==> src/rtl/ppc_defines.vh <==
`ifndef PPC_DEFINES_VH
`define PPC_DEFINES_VH

`define PPC_EXT_ID        8'h02
`define PPC_UNIT_NUM      8'h00
`define PPC_ALL_INST      8'h00
`define PPC_OPT_COLD      8'h00
`define PPC_OPT_WARM      8'h01
`define PPC_OPT_REBOOT    8'h02
`define PPC_OPT_DIAG      8'h03
`define PPC_OPT_PCYCLE    8'h04
`define PPC_CC_OK         8'h00
`define PPC_CC_BAD_FIELD  8'hcc
`define PPC_CC_NOT_NOW    8'hd5
`define PPC_ST_ACTIVE     3'h4
`define PPC_ST_DEACT_REQ  3'h5
`define PPC_ST_RESET      3'h0
`define PPC_SUP_COLD      0
`define PPC_SUP_WARM      1
`define PPC_SUP_REBOOT    2
`define PPC_SUP_DIAG      3
`define PPC_SUP_PCYCLE    4
`define PPC_SUP_WIDTH     5

`endif

==> src/rtl/ppc_payload_control.v <==
`timescale 1ns/10ps
`default_nettype none
`include "ppc_defines.vh"

module ppc_payload_control #(
	parameter [4:0] SUPPORT_MASK = 5'h1f
) (
	input  wire       MCLK_IN,
	input  wire       SYS_RST_IN,
	input  wire       REQ_VALID_IN,
	input  wire [7:0] REQ_EXT_ID_IN,
	input  wire [7:0] REQ_UNIT_NUM_IN,
	input  wire [7:0] REQ_INSTANCE_IN,
	input  wire [7:0] REQ_OPTION_IN,
	input  wire [2:0] OPER_STATE_IN,
	output wire       RSP_VALID_OUT,
	output wire [7:0] RSP_CC_OUT,
	output wire [7:0] RSP_EXT_ID_OUT,
	output wire       ACT_COLD_OUT,
	output wire       ACT_WARM_OUT,
	output wire       ACT_REBOOT_OUT,
	output wire       ACT_DIAG_OUT,
	output wire       ACT_PCYCLE_OUT,
	output wire [7:0] ACT_INSTANCE_OUT,
	output wire       ACT_ALL_OUT,
	output wire [2:0] OPER_STATE_OUT
);

	// Cold reset forced on regardless of the mask
	localparam [4:0] SUP_EFF = SUPPORT_MASK | (5'h1 << `PPC_SUP_COLD);

	// Option code compare
	function opt_is;
		input [7:0] opt;
		input [7:0] code;
		begin
			opt_is = (opt == code);
		end
	endfunction

	// Defined and enabled option; reserved codes never pass
	function opt_supported;
		input [7:0] opt;
		input [4:0] mask;
		begin
			case (opt)
				`PPC_OPT_COLD: begin
					opt_supported = mask[`PPC_SUP_COLD];
				end
				`PPC_OPT_WARM: begin
					opt_supported = mask[`PPC_SUP_WARM];
				end
				`PPC_OPT_REBOOT: begin
					opt_supported = mask[`PPC_SUP_REBOOT];
				end
				`PPC_OPT_DIAG: begin
					opt_supported = mask[`PPC_SUP_DIAG];
				end
				`PPC_OPT_PCYCLE: begin
					opt_supported = mask[`PPC_SUP_PCYCLE];
				end
				default: begin
					opt_supported = 1'b0;
				end
			endcase
		end
	endfunction

	// Operational states in which requests are honoured
	function state_accepts;
		input [2:0] st;
		begin
			state_accepts = (st == `PPC_ST_ACTIVE) || (st == `PPC_ST_DEACT_REQ);
		end
	endfunction

	wire       state_ok;
	wire       opt_ok;
	wire       fields_ok;
	wire       whole_mod;
	wire       go;

	reg        rsp_valid_d;
	reg        rsp_valid_q;
	reg  [7:0] rsp_cc_d;
	reg  [7:0] rsp_cc_q;
	reg  [7:0] rsp_ext_d;
	reg  [7:0] rsp_ext_q;
	reg        act_cold_d;
	reg        act_cold_q;
	reg        act_warm_d;
	reg        act_warm_q;
	reg        act_reboot_d;
	reg        act_reboot_q;
	reg        act_diag_d;
	reg        act_diag_q;
	reg        act_pcycle_d;
	reg        act_pcycle_q;
	reg  [7:0] act_inst_d;
	reg  [7:0] act_inst_q;
	reg        act_all_d;
	reg        act_all_q;
	reg  [2:0] oper_state_d;
	reg  [2:0] oper_state_q;

	assign state_ok  = state_accepts(OPER_STATE_IN);
	assign opt_ok    = opt_supported(REQ_OPTION_IN, SUP_EFF);
	assign fields_ok = (REQ_EXT_ID_IN == `PPC_EXT_ID) && (REQ_UNIT_NUM_IN == `PPC_UNIT_NUM);
	assign whole_mod = opt_is(REQ_OPTION_IN, `PPC_OPT_DIAG) || opt_is(REQ_OPTION_IN, `PPC_OPT_PCYCLE);
	assign go        = REQ_VALID_IN && state_ok && opt_ok && fields_ok;

	// Next response and action values
	always @* begin
		rsp_valid_d  = REQ_VALID_IN;
		rsp_ext_d    = `PPC_EXT_ID;
		rsp_cc_d     = `PPC_CC_OK;
		oper_state_d = OPER_STATE_IN;
		act_inst_d   = act_inst_q;
		act_all_d    = act_all_q;
		if (!state_ok) begin
			rsp_cc_d = `PPC_CC_NOT_NOW;
		end else if (!opt_ok || !fields_ok) begin
			rsp_cc_d = `PPC_CC_BAD_FIELD;
		end else begin
			rsp_cc_d = `PPC_CC_OK;
		end
		act_cold_d   = go && opt_is(REQ_OPTION_IN, `PPC_OPT_COLD);
		act_warm_d   = go && opt_is(REQ_OPTION_IN, `PPC_OPT_WARM);
		act_reboot_d = go && opt_is(REQ_OPTION_IN, `PPC_OPT_REBOOT);
		act_diag_d   = go && opt_is(REQ_OPTION_IN, `PPC_OPT_DIAG);
		act_pcycle_d = go && opt_is(REQ_OPTION_IN, `PPC_OPT_PCYCLE);
		// Target kept until the next accepted request
		if (go) begin
			act_inst_d = whole_mod ? `PPC_ALL_INST : REQ_INSTANCE_IN;
			act_all_d  = whole_mod || (REQ_INSTANCE_IN == `PPC_ALL_INST);
		end
	end

	always @(posedge MCLK_IN) begin
		if (SYS_RST_IN) begin
			rsp_valid_q  <= 1'b0;
			rsp_cc_q     <= `PPC_CC_OK;
			rsp_ext_q    <= `PPC_EXT_ID;
			act_cold_q   <= 1'b0;
			act_warm_q   <= 1'b0;
			act_reboot_q <= 1'b0;
			act_diag_q   <= 1'b0;
			act_pcycle_q <= 1'b0;
			act_inst_q   <= `PPC_ALL_INST;
			act_all_q    <= 1'b0;
			oper_state_q <= `PPC_ST_RESET;
		end else begin
			rsp_valid_q  <= rsp_valid_d;
			rsp_cc_q     <= rsp_cc_d;
			rsp_ext_q    <= rsp_ext_d;
			act_cold_q   <= act_cold_d;
			act_warm_q   <= act_warm_d;
			act_reboot_q <= act_reboot_d;
			act_diag_q   <= act_diag_d;
			act_pcycle_q <= act_pcycle_d;
			act_inst_q   <= act_inst_d;
			act_all_q    <= act_all_d;
			oper_state_q <= oper_state_d;
		end
	end

	// Outputs straight from the flops
	assign RSP_VALID_OUT    = rsp_valid_q;
	assign RSP_CC_OUT       = rsp_cc_q;
	assign RSP_EXT_ID_OUT   = rsp_ext_q;
	assign ACT_COLD_OUT     = act_cold_q;
	assign ACT_WARM_OUT     = act_warm_q;
	assign ACT_REBOOT_OUT   = act_reboot_q;
	assign ACT_DIAG_OUT     = act_diag_q;
	assign ACT_PCYCLE_OUT   = act_pcycle_q;
	assign ACT_INSTANCE_OUT = act_inst_q;
	assign ACT_ALL_OUT      = act_all_q;
	assign OPER_STATE_OUT   = oper_state_q;

endmodule // ppc_payload_control
`default_nettype wire

==> config.mk <==
export PLATFORM = sky130hd
export DESIGN_NAME = ppc_payload_control
export DESIGN_NICKNAME = d
export VERILOG_FILES = /design/src/rtl/ppc_payload_control.v
export VERILOG_INCLUDE_DIRS = /design/src /design/src/rtl
export SDC_FILE = /design/constraint.sdc
export NUM_CORES = 1
export LEC_CHECK = 0
export ABC_AREA = 1
export BUFFER_PORTS_ARGS = -buffer_cell sky130_fd_sc_hd__buf_2
export CAP_MARGIN = 20
export CORE_MARGIN = 10
export CORE_UTILIZATION = 40
export DETAILED_ROUTE_END_ITERATION = 7
export HOLD_SLACK_MARGIN = 0.06
export PLACE_DENSITY = 0.82
export SLEW_MARGIN = 30
export SYNTH_ARGS = -nofsm -noshare
export SYNTH_HDL_FRONTEND = slang
export SYNTH_SLANG_ARGS = --single-unit
==> constraint.sdc <==
create_clock -name MCLK_IN -period 3.15 [get_ports MCLK_IN]
set_clock_uncertainty 0.05 [all_clocks]
set_input_delay 0.945 -clock MCLK_IN [delete_from_list [all_inputs] [get_ports MCLK_IN]]
set_output_delay 0.945 -clock MCLK_IN [all_outputs]
set_load 0.03 [all_outputs]
### After elaboration in Yosys (flattened, before gate mapping)

Index checks and enable logic that the tools add are counted.

* bits in registers: 26
* input bits: 38
* logic and storage cells: 43
* output and inout port bits: 34
* bits in latches: 0
* memories kept: 0
* ROM bits: 0
* RAM bits: 0

* div/mod/pow operators: 0
* shift operators: 0
* bitwise logic cells: 1
* $lt $le $gt $ge: 0
* add/sub/neg operators: 0
* multiplexer cells: 4
* reductions and logical operators: 20
* multiply operators: 0
* eq/ne operators: 7

Operators with widths (count)
* == test 8 x 2 -> 1 bit, second input constant: 3
* zero test 8 bit: 3
* 2-to-1 mux 8 bit: 3
* logical AND 1 bit: 9
* == test 8 x 1 -> 1 bit, second input constant: 1
* == test 8 x 3 -> 1 bit, second input constant: 1
* == test 3 bit, second input constant: 2
* OR reduction 5 bit: 1
* logical OR 1 bit: 4
* zero test 1 bit: 2
* OR reduction 2 bit: 1
* 2-to-1 mux 1 bit: 1
* inverter 1 bit: 1

### Depth between registers and ports, before layout

Gate-level depths: netlist of run 1.

* word-level depth: 7
* gate-level depth with buffers: 10
* depth with buffers taken out: 10

### Worst setup path before layout of run 1

Ideal clock, no wire load.

* kind: in2reg
* from: in REQ_OPTION_IN[7]
* to: reg act_all_q, in the netlist ACT_ALL_OUT
* path buffers: 0
* path slack: 1.250 ns
* setup time: 0.113 ns
* required time: 2.987 ns
* arrival time: 1.737 ns
* cell stages on the path: 8
* cell sequence: nor2_1 > nand2_1 > nor2_1 > nand2_2 > nor2_8 > nand3_4 > nor2_1 > nor2_1

* cells in the longest elaborated chain, start to end: 5
* elaborated cells on any way between the ends: 11
* those cells by class: eq/ne: 4; mux: 1; reduce/logical: 6

RTL lines
* start, declared: line ppc_payload_control.v:14 `input wire [7:0] REQ_OPTION_IN,`
* == test 8 x 3 -> 1 bit (tied with other cells): line ppc_payload_control.v:37, ppc_payload_control.v:46
* OR reduction 5 bit (no source line)
* 2-to-1 mux 1 bit: line ppc_payload_control.v:46 `case (opt)`
* logical AND 1 bit (2 in a row): line ppc_payload_control.v:110 `assign go = REQ_VALID_IN && state_ok && opt_ok && fields_ok;`
* end signal, assigned: line ppc_payload_control.v:162 `act_all_q <= act_all_d;`
* end, declared: line ppc_payload_control.v:102 `reg act_all_q;`

Parallel ways exist; a longest one is shown, timed or not.
A chain may end at the register's enable or synchronous reset.

### Final worst setup path of run 1

* from: reg act_inst_q[0], in the netlist ACT_INSTANCE_OUT[0]
* to: out ACT_INSTANCE_OUT[0]

RTL lines
* start, declared: line ppc_payload_control.v:100 `reg [7:0] act_inst_q;`
* start signal, assigned: line ppc_payload_control.v:149 `` act_inst_q <= `PPC_ALL_INST; ``
* start signal, assigned: line ppc_payload_control.v:161 `act_inst_q <= act_inst_d;`
* end, declared: line ppc_payload_control.v:24 `output wire [7:0] ACT_INSTANCE_OUT,`

No word-level cell between the ends.

==> results of run 1 <==
==> placed cells by master, fill, tap and decap left out, types with 9 or more instances in the layout <==
cell	netlist	routed
buf_2	1	61
nor2_1	42	42
nand2_1	32	32
inv_1	26	26
dfxtp_1	21	21
nand3_1	12	12
conb_1	2	10
nand4_1	9	9
==> logic make-up (layout without fill, tap and decap cells) <==
| group | count (synthesis) | count (layout) | synth area share (%) |
|---|---|---|---|
| compound gates | 1 | 1 | 0.420 |
| flops | 21 | 21 | 35.3 |
| buf+inv | 45 | 94 | 18.7 |
| other cells | 2 | 10 | 0.631 |
| simple gates | 111 | 111 | 44.9 |
==> how the worst min path moves through the flow <==
stage | cells after the start | slack (ns) | end | start
3_3_place_gp | 4 | 0.45 | ACT_INSTANCE_OUT[7] | ACT_INSTANCE_OUT[7]
3_5_place_dp | 4 | 0.45 | ACT_INSTANCE_OUT[7] | ACT_INSTANCE_OUT[7]
6_report | 4 | 0.46 | ACT_INSTANCE_OUT[7] | ACT_INSTANCE_OUT[7]
5_1_grt | 4 | 0.49 | ACT_INSTANCE_OUT[2] | ACT_INSTANCE_OUT[2]
2_1_floorplan | 4 | 0.58 | ACT_INSTANCE_OUT[1] | ACT_INSTANCE_OUT[1]
4_1_cts | 4 | 0.47 | ACT_INSTANCE_OUT[7] | ACT_INSTANCE_OUT[7]
==> routing by layer <==
metal	global-route usage, %	up-vias
li1	-	638
met1	11.6	518
met2	17.5	61
met3	4.92	4
met4	5.88	0
met5	0	-
==> power groups by stage <==
| stage | logic, uW | clock network, uW | registers, uW |
|---|---|---|---|
| after floorplan | 64.2 | 0 | 288 |
| after global placement | 99.2 | 0 | 277 |
| after detailed placement | 100 | 0 | 278 |
| after CTS | 100 | 139 | 272 |
| after global routing | 111 | 147 | 272 |
| final | 101 | 133 | 271 |
==> worst min-delay path, delay by kind of cell, from the launching register on <==
kind	cells	cell delay, ns
buffers and inverters	2	0.08
DFF	1	0.32
and+or+nand+nor	2	0.07
==> cell usage after synthesis <==
library cell,number
nor2_4,1
buf_4,14
nor3_1,1
nand2_2,3
clkbuf_1,2
nor2_2,2
clkinv_1,1
buf_2,1
a21oi_1,1
nand4_1,9
inv_2,1
nor2_1,42
conb_1,2
nor2_8,1
nand2_1,32
nand2_4,2
nor4_1,3
nand3_1,12
and2_2,1
and3_1,1
nand3_4,1
dfxtp_1,21
inv_1,26
==> per-stage QoR <==
| step | util [%] | area, um^2 |
|---|---|---|
| 3_5_place_dp | 51.8 | 1450 |
| 3_3_place_gp | 51.8 | 1450 |
| 5_1_grt | 52.9 | 1480 |
| 2_1_floorplan | - | 1220 |
| 4_1_cts | 52.9 | 1480 |
| 6_report | 52.9 | 1480 |
==> registers in the layout, summed over array words and instances (netlist names) <==
name	cells
OPER_STATE_OUT	3
RSP_VALID_OUT	1
RSP_CC_OUT	3
ACT_INSTANCE_OUT	8
ACT_COLD_OUT	1
ACT_WARM_OUT	1
ACT_PCYCLE_OUT	1
ACT_DIAG_OUT	1
ACT_REBOOT_OUT	1
ACT_ALL_OUT	1
==> layout make-up <==
cell class	count	area, um^2	share of cell area, %
multi-input cells	122	577	38.9
clock inverters	1	7.51	0.506
repair buffers	62	313	21.1
clock buffers	3	22.5	1.52
inverters	28	105	7.08
flip-flops and latches	21	420	28.3
well taps	31	38.8	2.61
==> impl_metrics.py, run 1 <==
metrics = {
    "outcome": {
        "outcome": "finished, final reports clean",
    },
    "logic_synthesis": {
        "yosys.area.top_type": "dfxtp_1",
        "synth_area_um2": 1190,
        "synth_top_area_share_pct": 35.3,
        "synth_area_per_cell_um2": 6.61,
        "ys_warn_count": 0,
        "syn_inst": 180,
        "synth.area.top_cells": "dfxtp_1 35%, nor2_1 13%, nand2_1 10%",
        "ys_types": 23,
        "yosysSeqAreaShare_pct": 35.3,
        "ys_ff_latch": 21,
    },
    "pwr": {
        "p_switching_uw": 153,
        "pwr_density_cell_nw_per_um2": 340,
        "seqPwrFrac_pct": 53.8,
        "cellLeakagePower_uw": 0.000844,
        "power.internal_uw": 352,
        "pwr-share-clk_pct": 26.3,
        "p_sw_share_pct": 30.3,
        "combPwrFrac_pct": 20.0,
        "peakVddDrop_uv": 138,
        "total_power_uw": 505,
    },
    "run": {
        "cap_viol_max_count": 0,
    },
    "die": {
        "core_area_um2": 2810,
        "start_util_pct": 42.4,
        "io_pins": 72,
        "die_h_um": 74.5,
        "die_w_um": 74.5,
        "die-area_um2": 5560,
        "rows": 19,
    },
    "critical_path": {
        "worst-r2r-setup-slack_ns": 2.47,
        "cpPeakStageDelay_ns": 0.35,
        "cp.required_ns": 2.15,
        "r2r_end": "ACT_ALL_OUT",
        "arrival_ns": 0.87,
        "cp_max_fo": 2,
        "cpLargestDelayFamily": "flip-flops",
        "reg2reg_depth": 4,
        "cp_num_buf_inv": 1,
        "crit_chain": "buf_2",
        "cp_slowest_cell": "dfxtp_1",
        "r2r_start": "ACT_ALL_OUT",
        "critical_path_class": "register to primary output",
        "critical_path.startpoint_type": "register",
        "critPathLaunch": "ACT_INSTANCE_OUT[0]",
        "setup.worst_path.end": "ACT_INSTANCE_OUT[0]",
        "cp_num_cells": 1,
        "setup.worst_path.end_class": "primary output",
    },
    "sta": {
        "setup_viol": 0,
        "rsz0062_at_grt": "false",
        "min_period_ns": 1.86,
        "finalHoldViolations": 0,
        "post-route-period-util_pct": 59.2,
        "max_freq_mhz": 536,
        "setup-tns-final_ns": 0,
        "slew_viol_final": 0,
        "fin_ws_ns": 1.29,
        "timing.hold.ws_ns": 0.463,
    },
    "clocking": {
        "post-cts-setup-buffers": 0,
        "h-tree-depth": 1,
        "cts_hold_buf": 0,
        "cts_resized": 0,
        "cts_buffers": 3,
        "numClockSinks": 21,
        "cts_tree": "yes",
        "cts.clk_slew.worst_paths_ns": 0.11,
        "clockRootBuffer": "clkbuf_4",
        "cts_buffer_depth": 2,
        "worstSkewPairLatency_ns": 0.30,
    },
    "place": {
        "place_ws_ns": 0.983,
        "io_buffers": 61,
        "dpl.hpwl_um": 2610,
        "gp_congestion": 0.858,
        "placedCellCount": 264,
    },
    "global_routing": {
        "grt_antenna_before_repair": 0,
        "track_usage_pct": 10.8,
        "grt_first_pass_wirelength_um": 4820,
        "grt_pass1_vias": 1212,
        "gr-total-overflow": 0,
        "grt_max_degree": 14,
    },
    "drt": {
        "drt_iter0_markers": 42,
        "drcViolationCount": 0,
        "routed.top_layer": "met4",
        "drt_wl_total_um": 3040,
        "avgViaCountPerCell": 4.56,
        "ant_nets": 0,
        "wl_met2_um": 1340,
        "vias": 1221,
        "wl_per_cell_um": 11.3,
        "route.met3.wl_um": 386,
        "dr.pass1.iters": 4,
        "wl_met1_um": 1260,
    },
    "cells_and_area": {
        "drive_gt1_share_pct": 32.9,
        "nFillCells": 297,
        "finalNetCount": 276,
        "antenna_cells": 0,
        "fin_cells": 268,
        "area_growth_pct": 24.7,
    },
    "min_path": {
        "hold_class": "register to register",
    },
}
(Power assumes the default switching activity.)
==> inputs of run 2 (changes only) <==
clock period = 1.75 ns   (was 3.15 ns; I/O delays follow)
==> impl_metrics.py, run 2 (synthesis gave the netlist of run 1 again) <==
metrics = {
    "drt": {
        "ant_nets": 0,
        "routed.top_layer": "met4",
        "drt_wl_total_um": 3070,
        "wl_met2_um": 1320,
        "route.met3.wl_um": 388,
        "dr.pass1.iters": 4,
        "avgViaCountPerCell": 4.47,
        "wl_per_cell_um": 11.4,
        "drcViolationCount": 0,
        "vias": 1202,
        "drt_iter0_markers": 65,
        "wl_met1_um": 1330,
    },
    "clocking": {
        "h-tree-depth": 1,
        "cts_tree": "yes",
        "cts_hold_buf": 0,
        "cts_buffer_depth": 2,
        "numClockSinks": 21,
        "cts_buffers": 3,
        "cts.clk_slew.worst_paths_ns": 0.12,
        "clockRootBuffer": "clkbuf_4",
        "post-cts-setup-buffers": 0,
        "worstSkewPairLatency_ns": 0.30,
        "cts_resized": 0,
    },
    "cells_and_area": {
        "antenna_cells": 0,
        "drive_gt1_share_pct": 33.2,
        "layout_commonest_cell": "buf_2",
        "nFillCells": 282,
        "largest_reg_flops": 8,
        "final_cell_mix": "61 x buf_2, 42 x nor2_1, 32 x nand2_1, 26 x inv_1, 21 x dfxtp_1",
        "finalNetCount": 277,
        "area_growth_pct": 25.1,
    },
    "die": {
        "start_util_pct": 42.4,
        "io_pins": 72,
        "core_area_um2": 2810,
        "die_h_um": 74.5,
        "die_w_um": 74.5,
        "rows": 19,
        "die-area_um2": 5560,
    },
    "critical_path": {
        "arrival_ns": 0.87,
        "cp.required_ns": 1.17,
        "critical_path.startpoint_type": "register",
        "setup.worst_path.end_class": "primary output",
        "cp_slowest_cell": "dfxtp_1",
        "cpPeakStageDelay_ns": 0.36,
        "cp_num_buf_inv": 1,
        "cp_max_fo": 2,
        "cpLargestDelayFamily": "flip-flops",
        "critical_path_class": "register to primary output",
        "crit_chain": "buf_2",
        "worst-r2r-setup-slack_ns": 1.06,
    },
    "pwr": {
        "peakVddDrop_uv": 225,
        "p_switching_uw": 271,
        "p_sw_share_pct": 30.0,
        "cellLeakagePower_uw": 0.000853,
        "combPwrFrac_pct": 20.3,
        "power.internal_uw": 633,
        "pwr-share-clk_pct": 25.7,
        "seqPwrFrac_pct": 54.0,
        "pwr_density_cell_nw_per_um2": 607,
    },
    "place": {
        "place_ws_ns": 0.0173,
        "dpl.hpwl_um": 2570,
        "io_buffers": 61,
        "gp_congestion": 0.832,
    },
    "sta": {
        "fin_ws_ns": 0.309,
        "setup_viol": 0,
        "setup-tns-final_ns": 0,
        "finalHoldViolations": 0,
        "min_period_ns": 1.44,
        "rsz0062_at_grt": "false",
        "post-route-period-util_pct": 82.4,
        "max_freq_mhz": 694,
        "slew_viol_final": 0,
    },
    "outcome": {
        "outcome": "finished, final reports clean",
    },
    "global_routing": {
        "grt_first_pass_wirelength_um": 4890,
        "grt_max_degree": 13,
        "track_usage_pct": 10.8,
        "grt_pass1_vias": 1173,
        "grt_antenna_before_repair": 0,
        "gr-total-overflow": 0,
    },
    "run": {
        "cap_viol_max_count": 0,
    },
    "min_path": {
        "hold_class": "primary input to register",
    },
}
==> run 2: cell count changes in the layout (fill, tap and decap cells not counted) <==
cell / before / now
buf_4: 1 / 2
clkinv_2: 0 / 1
clkinvlp_4: 1 / 0
==> run 2: final timing paths <==
| check | start | end | depth (start not counted) |
|---|---|---|---|
| max | ACT_ALL_OUT | ACT_ALL_OUT | 1 |
| min | OPER_STATE_IN[1] | RSP_CC_OUT[3] | 2 |
| min reg2reg | ACT_INSTANCE_OUT[1] | ACT_INSTANCE_OUT[1] | 4 |
| max reg2reg | ACT_ALL_OUT | ACT_ALL_OUT | 4 |
==> run 2: layout make-up <==
class | count | area [um^2] | share of cell area [%]
Clock buffer | 3 | 22.5 | 1.51
Clock inverter | 1 | 5.00 | 0.336
Inverter | 28 | 105 | 7.06
Multi-Input combinational cell | 122 | 577 | 38.7
Sequential cell | 21 | 420 | 28.2
Tap cell | 31 | 38.8 | 2.61
Timing Repair Buffer | 63 | 320 | 21.5
==> run 2: routing by layer <==
layer / vias to the layer above / GRT usage [%]
met2: 56 / 16.9
met4: 0 / 4.41
li1: 639 / -
met1: 505 / 12.5
met5: - / 0
met3: 2 / 4.79
==> run 2: metrics by stage <==
step           cell area, um^2  hold slack, ns  std cells  total power (uW)  util, %
4_1_cts                   1490           0.357        269               910     53.1
3_3_place_gp              1460           0.448        265               679     52.1
3_5_place_dp              1460           0.448        265               682     52.1
2_1_floorplan             1220           0.554        188               633        -
5_1_grt                   1490           0.355        269               945     53.1
6_report                  1490           0.361        269               904     53.1
==> run 2: power groups by stage <==
stage	sequential, uW	combinational [uW]	clock [uW]
5_1_grt	490	202	253
3_3_place_gp	499	180	0
6_report	489	183	232
4_1_cts	489	183	239
2_1_floorplan	518	116	0
3_5_place_dp	500	183	0
